[src/core/event_capture_consts.svh]
`ifndef EVENT_CAPTURE_CONSTS_SVH
`define EVENT_CAPTURE_CONSTS_SVH

// Register addresses
`define ADDR_SYS_CAPTURE_ENABLE 7'h04
`define ADDR_SUP_CAPTURE_ENABLE 7'h1c
`define ADDR_TRX_CAPTURE_ENABLE 7'h23
`define ADDR_GLOBAL_SUMMARY     7'h60
`define ADDR_SYSTEM_FLAGS       7'h61
`define ADDR_SUPPLY_FLAGS       7'h62
`define ADDR_TRX_FLAGS          7'h63

// System flag and enable fields
`define BIT_POWER_ON            4
`define BIT_OVERTEMP            2
`define BIT_SERIAL_FAIL         1
`define BIT_WATCHDOG_FAIL       0
// Supply fields
`define BIT_UNDERVOLTAGE        0
// Transceiver fields
`define BIT_BUS_SILENCE         4
`define BIT_CAN_FAILURE         1
`define BIT_BUS_WAKEUP          0
// Summary fields
`define BIT_TRX_PENDING         2
`define BIT_SUP_PENDING         1
`define BIT_SYS_PENDING         0

// Writable masks
`define MASK_SYSTEM             8'h17
`define MASK_SUPPLY             8'h01
`define MASK_TRX                8'h13
`define MASK_SYS_ENABLE         8'h06

// Reset values
`define RESET_SYS_ENABLE        8'h00
`define RESET_SUP_ENABLE        8'h00
`define RESET_TRX_ENABLE        8'h00

// Event delay time and its cycle count at 125 MHz
`define EVENT_DELAY_US          10
`define CLK_MHZ                 125
`define EVENT_DELAY_CYCLES      (`EVENT_DELAY_US * `CLK_MHZ)

`endif

[src/core/event_capture_pkg.sv]
`default_nettype none
package event_capture_pkg;
   typedef enum logic [1:0] {
      DELAY_IDLE = 2'b01,
      DELAY_RUN  = 2'b10
   } delay_state_e;
endpackage
`default_nettype wire

[src/core/w1c_flag_group.sv]
`default_nettype none
// One group of sticky event flags with capture gating and write-one clear
module w1c_flag_group #(
   parameter logic [7:0] MASK = 8'hff
) (
   input  wire logic       clk,
   input  wire logic       reset_n,
   input  wire logic       clk_en,
   input  wire logic [7:0] event_in,
   input  wire logic [7:0] capture_en,
   input  wire logic       clear_wr,
   input  wire logic [7:0] clear_data,
   output logic      [7:0] flags,
   output logic            any_cleared
);
   typedef struct packed {
      logic [7:0] flags;
   } state_s;

   state_s     s_q;
   state_s     s_d;
   logic [7:0] set_v;
   logic [7:0] clr_v;

   always_comb begin
      s_d   = s_q;
      set_v = event_in & capture_en & MASK;
      clr_v = clear_wr ? (clear_data & MASK) : 8'h00;
      // A new event wins over a simultaneous clear
      s_d.flags = ((s_q.flags & ~clr_v) | set_v) & MASK;
   end

   always_ff @(posedge clk or negedge reset_n) begin
      if (!reset_n) begin
         s_q <= '0;
      end else if (clk_en) begin
         s_q <= s_d;
      end
   end

   assign flags       = s_q.flags;
   assign any_cleared = |(clr_v & s_q.flags);
endmodule // w1c_flag_group
`default_nettype wire

[src/core/sbc_event_capture_notify.sv]
`include "event_capture_consts.svh"
`default_nettype none
module sbc_event_capture_notify #(
   parameter int unsigned EVENT_DELAY_CYCLES = `EVENT_DELAY_CYCLES
) (
   input  wire logic       clk,
   input  wire logic       reset_n,
   input  wire logic       clk_en,
   // Register port from the serial interface
   input  wire logic       reg_wr,
   input  wire logic [6:0] reg_addr,
   input  wire logic [7:0] reg_wdata,
   output logic      [7:0] reg_rdata,
   // Event sources
   input  wire logic       off_state_exit,
   input  wire logic       overtemp_warning_event,
   input  wire logic       serial_clock_count_error,
   input  wire logic       illegal_code_write,
   input  wire logic       locked_register_write,
   input  wire logic       watchdog_overflow,
   input  wire logic       watchdog_early_trigger,
   input  wire logic       watchdog_window_mode,
   input  wire logic       watchdog_timeout_mode,
   input  wire logic       regulated_output_active,
   input  wire logic       regulated_output_below_90,
   input  wire logic       bus_silence_timeout,
   input  wire logic       bus_was_active,
   input  wire logic       trx_off_by_undervoltage,
   input  wire logic       trx_off_by_clamped_txd,
   input  wire logic       bus_wakeup_event,
   input  wire logic       transceiver_offline,
   // Operating state of the chip
   input  wire logic       in_reset_state,
   input  wire logic       in_overtemp_state,
   input  wire logic       in_off_state,
   // Outputs
   output logic            watchdog_system_reset,
   output logic            reset_output_pin,
   output logic            rxd_out
);
   typedef struct packed {
      event_capture_pkg::delay_state_e state;
      logic [31:0]                     count;
      logic [7:0]                      sys_en;
      logic [7:0]                      sup_en;
      logic [7:0]                      trx_en;
      logic                            reset_output_pin_out;
      logic                            wd_reset;
      logic                            rxd;
      logic [7:0]                      rdata;
   } state_s;

   state_s     s_q;
   state_s     s_d;
   logic [7:0] sys_flags;
   logic [7:0] sup_flags;
   logic [7:0] trx_flags;
   logic [7:0] sys_evt;
   logic [7:0] sup_evt;
   logic [7:0] trx_evt;
   logic [7:0] sys_cap;
   logic       sys_clr_any;
   logic       sup_clr_any;
   logic       trx_clr_any;
   logic       any_pending;
   logic [7:0] summary;
   logic       reset_output_pin_d;
   logic       reset_output_pin_fall;
   logic       timeout_overflow;
   logic       sys_clr_wr;
   logic       sup_clr_wr;
   logic       trx_clr_wr;
   logic       any_clr;
   logic       notify_low;

   assign timeout_overflow = watchdog_overflow & watchdog_timeout_mode;

   // Write-one-clear strobes, one per flag group
   assign sys_clr_wr = reg_wr && reg_addr == `ADDR_SYSTEM_FLAGS;
   assign sup_clr_wr = reg_wr && reg_addr == `ADDR_SUPPLY_FLAGS;
   assign trx_clr_wr = reg_wr && reg_addr == `ADDR_TRX_FLAGS;

   always_comb begin
      sys_evt = 8'h00;
      sys_evt[`BIT_POWER_ON]      = off_state_exit;
      sys_evt[`BIT_OVERTEMP]      = overtemp_warning_event;
      sys_evt[`BIT_SERIAL_FAIL]   = serial_clock_count_error | illegal_code_write
                                    | locked_register_write;
      sys_evt[`BIT_WATCHDOG_FAIL] = (watchdog_overflow
                                     & (watchdog_window_mode | watchdog_timeout_mode))
                                    | (watchdog_early_trigger & watchdog_window_mode);
      // Power-on and watchdog bypass the enable register
      sys_cap = s_q.sys_en;
      sys_cap[`BIT_POWER_ON]      = 1'b1;
      sys_cap[`BIT_WATCHDOG_FAIL] = 1'b1;
      sup_evt = 8'h00;
      sup_evt[`BIT_UNDERVOLTAGE] = regulated_output_active & regulated_output_below_90;
      trx_evt = 8'h00;
      trx_evt[`BIT_BUS_SILENCE] = bus_silence_timeout & bus_was_active;
      trx_evt[`BIT_CAN_FAILURE] = trx_off_by_undervoltage | trx_off_by_clamped_txd;
      trx_evt[`BIT_BUS_WAKEUP]  = bus_wakeup_event;
   end

   w1c_flag_group #(.MASK(`MASK_SYSTEM)) u_sys (
      .clk        (clk),
      .reset_n    (reset_n),
      .clk_en     (clk_en),
      .event_in   (sys_evt),
      .capture_en (sys_cap),
      .clear_wr   (sys_clr_wr),
      .clear_data (reg_wdata),
      .flags      (sys_flags),
      .any_cleared(sys_clr_any)
   );

   w1c_flag_group #(.MASK(`MASK_SUPPLY)) u_sup (
      .clk        (clk),
      .reset_n    (reset_n),
      .clk_en     (clk_en),
      .event_in   (sup_evt),
      .capture_en (s_q.sup_en),
      .clear_wr   (sup_clr_wr),
      .clear_data (reg_wdata),
      .flags      (sup_flags),
      .any_cleared(sup_clr_any)
   );

   w1c_flag_group #(.MASK(`MASK_TRX)) u_trx (
      .clk        (clk),
      .reset_n    (reset_n),
      .clk_en     (clk_en),
      .event_in   (trx_evt),
      .capture_en (s_q.trx_en),
      .clear_wr   (trx_clr_wr),
      .clear_data (reg_wdata),
      .flags      (trx_flags),
      .any_cleared(trx_clr_any)
   );

   always_comb begin
      summary = 8'h00;
      summary[`BIT_TRX_PENDING] = |trx_flags;
      summary[`BIT_SUP_PENDING] = |sup_flags;
      summary[`BIT_SYS_PENDING] = |sys_flags;
   end
   assign any_pending = |summary;
   // Only a clear of a flag that was set restarts the hold-off
   assign any_clr     = sys_clr_any | sup_clr_any | trx_clr_any;
   // Pin is pulled low only while offline with the regulator up
   assign notify_low  = any_pending & transceiver_offline & regulated_output_active;

   always_comb begin
      s_d = s_q;
      reset_output_pin_d    = ~(in_reset_state | in_overtemp_state | in_off_state);
      s_d.reset_output_pin_out = reset_output_pin_d;
      reset_output_pin_fall = s_q.reset_output_pin_out & ~reset_output_pin_d;

      // Enable registers
      if (reg_wr) begin
         unique case (reg_addr)
            `ADDR_SYS_CAPTURE_ENABLE: s_d.sys_en = reg_wdata & `MASK_SYS_ENABLE;
            `ADDR_SUP_CAPTURE_ENABLE: s_d.sup_en = reg_wdata & `MASK_SUPPLY;
            `ADDR_TRX_CAPTURE_ENABLE: s_d.trx_en = reg_wdata & `MASK_TRX;
            default: ;
         endcase
      end

      // Reads are answered in any timer state
      unique case (reg_addr)
         `ADDR_SYS_CAPTURE_ENABLE: s_d.rdata = s_q.sys_en;
         `ADDR_SUP_CAPTURE_ENABLE: s_d.rdata = s_q.sup_en;
         `ADDR_TRX_CAPTURE_ENABLE: s_d.rdata = s_q.trx_en;
         `ADDR_GLOBAL_SUMMARY:     s_d.rdata = summary;
         `ADDR_SYSTEM_FLAGS:       s_d.rdata = sys_flags;
         `ADDR_SUPPLY_FLAGS:       s_d.rdata = sup_flags;
         `ADDR_TRX_FLAGS:          s_d.rdata = trx_flags;
         default:                  s_d.rdata = 8'h00;
      endcase

      // Watchdog reset request
      s_d.wd_reset = (watchdog_window_mode
                      & (watchdog_overflow | watchdog_early_trigger))
                     | (timeout_overflow & sys_flags[`BIT_WATCHDOG_FAIL]);

      // Event delay timer and receive pin
      unique case (s_q.state)
         event_capture_pkg::DELAY_IDLE: begin
            if (any_clr) begin
               s_d.state = event_capture_pkg::DELAY_RUN;
               s_d.count = 32'h0;
               s_d.rxd   = 1'b1;
            end else begin
               s_d.rxd = ~notify_low;
            end
         end
         event_capture_pkg::DELAY_RUN: begin
            s_d.rxd = 1'b1;
            if (any_clr) begin
               s_d.count = 32'h0;
            end else if (s_q.count >= EVENT_DELAY_CYCLES - 1) begin
               s_d.state = event_capture_pkg::DELAY_IDLE;
               // Pin goes low only if something is still pending
               s_d.rxd = ~notify_low;
            end else begin
               s_d.count = s_q.count + 32'h1;
            end
         end
         default: begin
            s_d.state = event_capture_pkg::DELAY_IDLE;
            s_d.rxd   = 1'b1;
         end
      endcase

      if (reset_output_pin_fall) begin
         s_d.state = event_capture_pkg::DELAY_IDLE;
         s_d.count = 32'h0;
      end
   end

   always_ff @(posedge clk or negedge reset_n) begin
      if (!reset_n) begin
         s_q.state    <= event_capture_pkg::DELAY_IDLE;
         s_q.count    <= 32'h0;
         s_q.sys_en   <= `RESET_SYS_ENABLE;
         s_q.sup_en   <= `RESET_SUP_ENABLE;
         s_q.trx_en   <= `RESET_TRX_ENABLE;
         s_q.reset_output_pin_out <= 1'b0;
         s_q.wd_reset <= 1'b0;
         s_q.rxd      <= 1'b1;
         s_q.rdata    <= 8'h00;
      end else if (clk_en) begin
         s_q <= s_d;
      end
   end

   assign reg_rdata             = s_q.rdata;
   assign reset_output_pin      = s_q.reset_output_pin_out;
   assign watchdog_system_reset = s_q.wd_reset;
   assign rxd_out               = s_q.rxd;
endmodule // sbc_event_capture_notify
`default_nettype wire

[config.mk]
export PLATFORM = sky130hd
export DESIGN_NAME = sbc_event_capture_notify
export DESIGN_NICKNAME = d
export VERILOG_FILES = /design/src/core/event_capture_pkg.sv /design/src/core/w1c_flag_group.sv /design/src/core/sbc_event_capture_notify.sv
export VERILOG_INCLUDE_DIRS = /design/src /design/src/core
export SDC_FILE = /design/constraint.sdc
export NUM_CORES = 1
export LEC_CHECK = 0
export ABC_AREA = 1
export BUFFER_PORTS_ARGS = -buffer_cell sky130_fd_sc_hd__buf_2
export CAP_MARGIN = 20
export CORE_MARGIN = 5
export CORE_UTILIZATION = 55
export DETAILED_ROUTE_END_ITERATION = 7
export GPL_TIMING_DRIVEN = 0
export MAX_ROUTING_LAYER = met4
export PLACE_DENSITY = 0.75
export REMOVE_ABC_BUFFERS = 1
export SLEW_MARGIN = 20
export SYNTH_ARGS = -nofsm -noshare
export SYNTH_HDL_FRONTEND = slang
export SYNTH_SLANG_ARGS = --single-unit
[constraint.sdc]
create_clock -name clk -period 2.6 [get_ports clk]
set_clock_uncertainty 0.15 [all_clocks]
set_input_delay 0.13 -clock clk [delete_from_list [all_inputs] [get_ports clk]]
set_output_delay 0.13 -clock clk [all_outputs]
set_load 0.01 [all_outputs]
# Yosys cells after proc, flatten, opt, wreduce, memory -nomap -nowiden
# Cells that the tools add are included.
[word_totals] reg_bits=59
[classes] n_addsub=1 n_reduce_logical=15 magnitude_cmp=1 eq_ne=13 bitwise_logic=38 n_mux=16
[ops] cell="$mux W34" n=2
[ops] cell="$mux W32" n=2
[ops] cell="$pmux W32 S2" n=1
[ops] cell="$pmux W5 S7" n=1
[ops] cell="$add A32 B1 Y32 const B" n=1
[ops] cell="$ge A32 B11 Y1 const B" n=1
[ops] cell="$reduce_or A8 Y1" n=4
[ops] cell="$eq A7 B7 Y1 const B" n=4
[ops] cell="$and A5 B5 Y5" n=4
[ops] cell="$and A8 B5 Y8" n=2
[ops] cell="$and A1 B1 Y1" n=12
[ops] cell="$or A1 B1 Y1" n=12
[ops] cell="$mux W5" n=2
[ops] cell="$not A5 Y5" n=2
[ops] cell="$or A5 B5 Y5" n=2
[ops] cell="$ne A3 B3 Y1 const B" n=3
[ops] cell="$reduce_and A3 Y1" n=3
[ops] cell="$and A8 B1 Y8" n=1
[ops] cell="$reduce_and A4 Y1" n=2
[ops] cell="$eq A7 B3 Y1 const B" n=1
[ops] cell="$eq A7 B5 Y1 const B" n=1
[ops] cell="$eq A7 B6 Y1 const B" n=1
[ops] cell="$mux W1" n=4
[ops] cell="$mux W2" n=2
[ops] cell="10 further kinds" n=14

# Depth between registers and ports, before layout
# Gate-level depths: netlist (run 1).
[depth] ltp_word=10 mapped_depth=14 ltp_nobuf=14

# By module
# A second synthesis (run 1) with hierarchy kept.
[hier_totals] hier_cells=502 area_unflattened_um2=3719.8
[by_module_without_submodules] module="sbc_event_capture_notify" n_inst=1 cells_each=427 area_per_inst_um2=3159.3 seq_area_each_um2=1278.7
[by_module_without_submodules] module="w1c_flag_group at u_sys" n_inst=1 cells_each=36 area_per_inst_um2=266.5 seq_area_each_um2=100.1
[by_module_without_submodules] module="w1c_flag_group at u_trx" n_inst=1 cells_each=25 area_per_inst_um2=188.9 seq_area_each_um2=75.1
[by_module_without_submodules] module="w1c_flag_group at u_sup" n_inst=1 cells_each=14 area_per_inst_um2=105.1 seq_area_each_um2=25.0

# Least setup slack after synthesis (run 1)
# Ideal clock, no wire load.
[synth_path] path_type="reg-to-reg" startpoint="register s_q[35] (netlist name)" endpoint="register s_q[35] (netlist name)" arrival_ns=1.425 required_time_ns=2.329 stages_incl_launch_ff=11 n_path_buf=1 synth_period_minus_slack_ns=1.696 slack_ns=0.904 cell_sequence="dfrtp_1 > ha_1 > nor2_1 > nand4_1 > nand3_1 > nand3_1 > nand4_1 > nand2_2 > buf_2 > o21bai_1 > nand2_1"
[synth_between] elab_chain_cells=5 elab_cells_between_ends=8
[synth_rtl] element="start: declaration" line="sbc_event_capture_notify.sv:53" rtl="state_s s_q;"
[synth_rtl] element="$add A32 B1 Y32" line="sbc_event_capture_notify.sv:205" rtl="s_d.count = s_q.count + 32'h1;"
[synth_rtl] element="$mux W32" line="sbc_event_capture_notify.sv:200" rtl="end else if (s_q.count >= EVENT_DELAY_CYCLES - 1) begin"
[synth_rtl] element="$mux W32" line="sbc_event_capture_notify.sv:198" rtl="if (any_clr) begin"
[synth_rtl] element="$pmux W32 S2" line="sbc_event_capture_notify.sv:186" rtl="unique case (s_q.state)"
[synth_rtl] element="$mux W34" line="sbc_event_capture_notify.sv:214" rtl="if (reset_output_pin_fall) begin"
# Parallel ways exist; a longest one is shown, timed or not. The select of a mux whose other input is x is not followed.
# A chain may end at the register's enable or synchronous reset.

# Worst setup path after layout (run 1)
[layout_path] startpoint="register s_q[35] (netlist name)" endpoint="register s_q[42] (netlist name)"
# The elaborated chain is that of the path after synthesis.

==> results of run 1 <==
-- layout by cell type (no fill, tap or decap), types with 11 or more instances in the layout --
| master | instances |
|---|---|
| nor3_1 | 12 |
| nor2_1 | 62 |
| dlygate4sd3_1 | 19 |
| o21bai_1 | 11 |
| nand2_1 | 87 |
| o21ai_0 | 18 |
| dfrtp_1 | 53 |
| buf_2 | 40 |
| inv_1 | 66 |
| nand3_1 | 21 |
| nand4_1 | 11 |
-- area by class of cell --
class,instances,area [µm²]
Clock inverter,3,26.3
Multi-Input combinational cell,266,1320
Inverter,67,251
Tap cell,72,90.1
Timing Repair Buffer,60,398
Sequential cell,55,1380
Fill cell,494,1900
Clock buffer,5,68.8
-- stage by stage --
| stage | total power, µW | area [µm²] | hold WS, ps | cells | util |
|---|---|---|---|---|---|
| after detailed placement | 1460 | 3240 | 72.3 | 500 | 0.596 |
| after floorplan | 1300 | 2940 | -316 | 387 | - |
| final | 2000 | 3540 | 13.3 | 528 | 0.650 |
| after global routing | 2130 | 3540 | 22.5 | 528 | 0.650 |
| after CTS | 2000 | 3520 | 9.67 | 527 | 0.648 |
| after global placement | 1450 | 3240 | 190 | 500 | 0.595 |
-- per-layer routing --
layer	vias up	GRT usage
met5	-	-
met1	1249	0.253
li1	1354	-
met3	10	0.0373
met2	76	0.345
met4	0	0.0561
-- critical path: stages (launching register included) --
cell     delay, ps
dfrtp_1        450
ha_1           210
nor2_1          90
nand4_1        120
nand3_1         90
nand3_1        160
nand4_1        160
nand2_2        220
nor2_4         410
nand2_1        100
nand2_1         90
-- power by group --
| part | leakage (µW) | internal, µW | switching (µW) | total, µW |
|---|---|---|---|---|
| combinational | 0.00101 | 171 | 355 | 526 |
| clock | 0.0000495 | 201 | 300 | 501 |
| sequential | 0.000739 | 925 | 48.9 | 974 |
| total | 0.00179 | 1300 | 704 | 2000 |
-- cell families (layout without fill, tap and decap cells) --
logic type	Yosys count	count (layout)	synth area share
DFF	55	55	0.453
and+or+nand+nor	209	210	0.303
adders and majority gates	5	5	0.0206
xor gates and xnor gates	2	2	0.00576
other	1	4	0.00123
AOI/OAI and AO/OA	44	44	0.0933
buffers and inverters	84	135	0.120
muxes	1	1	0.00370
-- cell usage after synthesis, drive strengths merged --
master / instances / area, µm²
nor2: 69 / 292
o31ai: 2 / 15.0
o221ai: 1 / 8.76
o41ai: 1 / 8.76
inv: 67 / 251
nand3: 23 / 125
buf: 15 / 106
nor3: 12 / 60.1
a32o: 2 / 20.0
nand4: 11 / 68.8
o21bai: 11 / 82.6
o2111ai: 1 / 8.76
dfrtp: 53 / 1330
nand2: 89 / 339
a221oi: 1 / 8.76
or2: 1 / 6.26
ha: 5 / 62.6
o22ai: 1 / 6.26
xor2: 2 / 17.5
o211ai: 1 / 7.51
a21o: 1 / 7.51
nor3b: 1 / 7.51
nand3b: 3 / 22.5
clkbuf: 2 / 7.51
dfstp: 2 / 52.6
mux2: 1 / 11.3
a21oi: 4 / 20.0
conb: 1 / 3.75
o21ai: 18 / 90.1
-- sequential cells by signal (all words and copies together) (netlist names) --
signal and cells:
rxd_out 1, u_trx.flags 3, u_sup.flags 1, u_sys.flags 4
reg_rdata 4, watchdog_system_reset 1, s_q 40, reset_output_pin 1
-- what timing repair did --
item | in CTS | in global routing
hold endpoints to repair | 65 | 0
hold buffers | 19 | 0
endpoints found under the setup margin | 0 | 30
gates resized for setup | 0 | 1
buffers inserted | 0 | 0
-- worst min-delay path by stage --
stage,startpoint,to,slack (ps),depth (start not counted)
after floorplan,reset_n,reg_rdata[0],-320,0
final,reg_wdata[1],s_q[28],10,3
after global placement,off_state_exit,u_sys.flags[4],190,3
after CTS,reg_wdata[4],s_q[15],10,3
after global routing,reg_wdata[4],s_q[15],20,3
after detailed placement,reset_n,s_q[65],70,1
==> impl_metrics.toml, run 1 <==
[global_route]
grt_start_max_net_pins = 56
antenna_found_initial = 0
grt_usage = 0.204
grt_overflow = 0
grt_pass1_wl_um = 11800
grt_pass1_vias = 2734

[cts]
htreeDepth = 2
cts_num_sinks = 55
ctsRootBufferMaster = "clkbuf_8"
clk_latency_ps = 310
cts_tree = "yes"
path_clk_slew_ps = 110
numCtsBuffers = 5
clockBufferDepth = 2

[sta]
worst_slew_pin_slew_ps = 693
worst_slack_ps = 275
min_period_over_period = 0.894
fmax_ghz = 0.430
hold_viol_final = 0
relSlewSlack = 0.538
slew_viol_final = 0
rsz0062_at_grt = "no"
setup_viol = 0
finalSetupTns_ps = 0
period_needed_ps = 2330

[worst_setup_path]
cp.required_ps = 2700
r2r-end = "s_q[42]"
worstSetupStartpointType = "flip-flop"
end_kind = "flip-flop"
path_max_fanout = 16
crit_path_start = "s_q[35]"
path_class = "flip-flop to flip-flop"
crit_end = "s_q[42]"
ff2ff_path_depth = 10
ff2ff_setup_slack_ps = 270
crit-reg2reg-launch = "s_q[35]"
worstPathArrival_ps = 2420

[finish]
syn2layout_area_growth_pct = 16.2
nets = 499
antenna_cells = 0
drive_gt1_frac = 0.145

[routing]
dr.first_iter.drc_count = 211
wire_per_inst_um = 12.8
drc_errors = 0
wirelength_um = 6740
wl_met3_um = 345
routed.top_layer = "met4"
antenna_left = 0
wl_met1_um = 2960
vias = 2689
vias_per_cell = 5.09
route.met2.wl_um = 3330
firstDrtPassIters = 4

[synthesis]
synth_cells = 401
ys.warnings.count = 0
yosysUniqueCellTypes = 36
ys_seq_elements = 55
syn_avg_cell_area_um2 = 7.59
netlist_area_um2 = 3040
ys_seq_area_frac = 0.453

[pwr]
peakVddDrop_uv = 443
power_per_cell_area_nw_per_um2 = 566
power_leakage_uw = 0.00179

[placed_design]
port-buffer-count = 41
routabilityCongestion = 0.925
dp_hpwl_um = 4770
dp_worst_setup_slack_ps = 125

[floorplan]
pin_count = 50
die_width_um = 84.4
core.rowCount = 27
die_h_um = 84.4
design.die.area_um2 = 7120
start_util = 0.560
core_area_um2 = 5440

[run]
cap_violations = 0

[worst_hold_path]
timing.hold.worst.class = "input port to flip-flop"

[run_status]
status = "finished clean"
No activity file was read; power rests on OpenSTA's default activity.
==> run 2: changes to the inputs <==
--- a/config.mk
+++ b/config.mk
@@ -6,7 +6,6 @@
 export SDC_FILE = /design/constraint.sdc
 export NUM_CORES = 1
 export LEC_CHECK = 0
-export ABC_AREA = 1
 export BUFFER_PORTS_ARGS = -buffer_cell sky130_fd_sc_hd__buf_2
 export CAP_MARGIN = 20
 export CORE_MARGIN = 5
@@ -14,7 +13,7 @@
 export DETAILED_ROUTE_END_ITERATION = 7
 export GPL_TIMING_DRIVEN = 0
 export MAX_ROUTING_LAYER = met4
-export PLACE_DENSITY = 0.75
+export PLACE_DENSITY = 0.76
 export REMOVE_ABC_BUFFERS = 1
 export SLEW_MARGIN = 20
 export SYNTH_ARGS = -nofsm -noshare
==> run 2 against run 1 <==
  * Sequential share of layout area rose by 1.2 points
  * Non-clock buffer count rose by 5
  * Combinational power fell by 54%
  * Worst hold slack better by 11 ps
  * Maximum frequency down 6.1%
  * Area after synthesis fell by 6.1%
  * Critical endpoint unchanged
==> impl_metrics.toml, run 2 <==
[finish]
final_cell_mix = "dfrtp_1 (53), buf_2 (40), nand2_1 (30)"
nets = 390
mostFrequentLayoutCell = "dfrtp_1"
regMostFlops = "s_q"
drive_gt1_frac = 0.236
largest_reg_flops = 40
antenna_cells = 0
syn2layout_area_growth_pct = 20.2
final_area_um2 = 3430
finalNonFillerCells = 417

[synthesis]
ys_seq_elements = 55
netlist_area_um2 = 2860
synth_common_cells = "dfrtp_1 (53), nand2_1 (30), and2_1 (23), o21ai_0 (17), nor2_1 (14)"
synth_cells = 289
syn_avg_cell_area_um2 = 9.89
yosysUniqueCellTypes = 62
yosysMostFrequentCell = "dfrtp_1"
synth_top_area_cell = "dfrtp_1"
ys_seq_area_frac = 0.482
synth.area.top_cells = "dfrtp_1 (46%), and2_1 (5.0%), nand2_1 (3.9%)"
synth-edff-count = 0
ys.flop_type = "dfrtp_1"
yosysTopAreaCellShare = 0.464
async_flop_share = 1.00
ys.warnings.count = 0

[sta]
fmax_ghz = 0.404
min_period_over_period = 0.953
finalSetupTns_ps = 0
hold_viol_final = 0
period_needed_ps = 2480
worst_slew_pin_slew_ps = 676
slew_viol_final = 0
worst_slack_ps = 123
setup_viol = 0
relSlewSlack = 0.549

[routing]
antenna_left = 0
drc_errors = 0
dr.first_iter.drc_count = 116
firstDrtPassIters = 4
wirelength_um = 6400
wire_per_inst_um = 15.4
vias_per_cell = 5.70
vias = 2376

[cts]
clockBufferDepth = 2
clk_latency_ps = 310
cts_tree = "yes"
cts_num_sinks = 55
ctsRootBufferMaster = "clkbuf_8"
path_clk_slew_ps = 110
numCtsBuffers = 5
htreeDepth = 2

[pwr]
peakVddDrop_uv = 303
power_leakage_uw = 0.00161
power_per_cell_area_nw_per_um2 = 506

[worst_setup_path]
crit_path_start = "s_q[36]"
ff2ff_setup_slack_ps = 120
path_max_fanout = 9
crit_end = "s_q[42]"
cp.required_ps = 2670
end_kind = "flip-flop"
worstSetupStartpointType = "flip-flop"
worstPathArrival_ps = 2550
r2r-end = "s_q[42]"
ff2ff_path_depth = 10
path_class = "flip-flop to flip-flop"
crit-reg2reg-launch = "s_q[36]"

[floorplan]
design.die.area_um2 = 6740
die_width_um = 82.1
die_h_um = 82.1
start_util = 0.563
pin_count = 50
core.rowCount = 26
core_area_um2 = 5070

[global_route]
grt_pass1_vias = 2287
grt_pass1_wl_um = 10700
grt_start_max_net_pins = 56
antenna_found_initial = 0
grt_overflow = 0
grt_usage = 0.211

[worst_hold_path]
timing.hold.worst.class = "input port to flip-flop"
hold_depth = 2

[placed_design]
routabilityCongestion = 0.891
place_area_um2 = 3070
dp.cells = 386
dp_hpwl_um = 4290
dp_worst_setup_slack_ps = 52.3
port-buffer-count = 41

[run]
cap_violations = 0

[run_status]
status = "finished clean"
run 2: report_power, final:
part           internal [µW]  leakage, µW  total (µW)  switching [µW]
Sequential               895     0.000740         930            35.4
Clock                    287    0.0000581         565             278
Combinational            118     0.000809         242             124
run 2: logic make-up after synthesis:
kind of cell,count (synthesis),share of synthesized area
adders and majority gates,5,0.0219
AOI/OAI and AO/OA,65,0.161
buffers and inverters,32,0.0569
muxes,8,0.0315
DFF,55,0.482
and+or+nand+nor,123,0.245
other,1,0.00131
run 2: worst min path at each step:
stage	start	to	slack, ps
detailed placement	reset_n	reg_rdata[1]	60
finish	reg_wdata[0]	s_q[11]	20
CTS	reg_wdata[0]	s_q[19]	10
global route	reg_wdata[0]	s_q[19]	20
floorplan	reset_n	reg_rdata[0]	-320
global placement	trx_off_by_undervoltage	u_trx.flags[1]	210
run 2: through the flow:
stage	total power, µW	hold WS (ps)	util
2_1_floorplan	1050	-316	-
3_3_place_gp	1140	210	0.601
3_5_place_dp	1150	62.8	0.606
4_1_cts	1740	14.2	0.665
5_1_grt	1820	20.8	0.677
6_report	1740	23.9	0.677
run 2: cell type report:
class	count	area (µm²)
sequential	55	1380
fill	397	1640
clock buffer	5	68.8
tap	70	87.6
multi-input combinational	205	1340
clock inverter	3	43.8
inverter	14	52.6
timing repair buffer	65	464
run 2: routing by layer:
layer / global-route usage / share of wire / wire length, µm
met1: 0.283 / 0.44 / 2830
met4: 0.0814 / 0.023 / 150
met5: - / 0 / 0
met2: 0.318 / 0.48 / 3060
met3: 0.0406 / 0.057 / 367
run 2: what timing repair did:
action	CTS	global route
endpoints found under the setup margin	0	9
buffers inserted	0	3
resized for setup	0	3
hold endpoints to repair	64	0
hold buffers	19	0
run 2: critical path: stages, from the launching register on:
cell	delay [ps]
dfrtp_1	390
inv_1	70
ha_1	170
or4b_1	480
o211ai_2	240
buf_4	150
nand4b_2	110
nor4b_4	250
buf_6	170
a21oi_1	60
a31oi_1	150
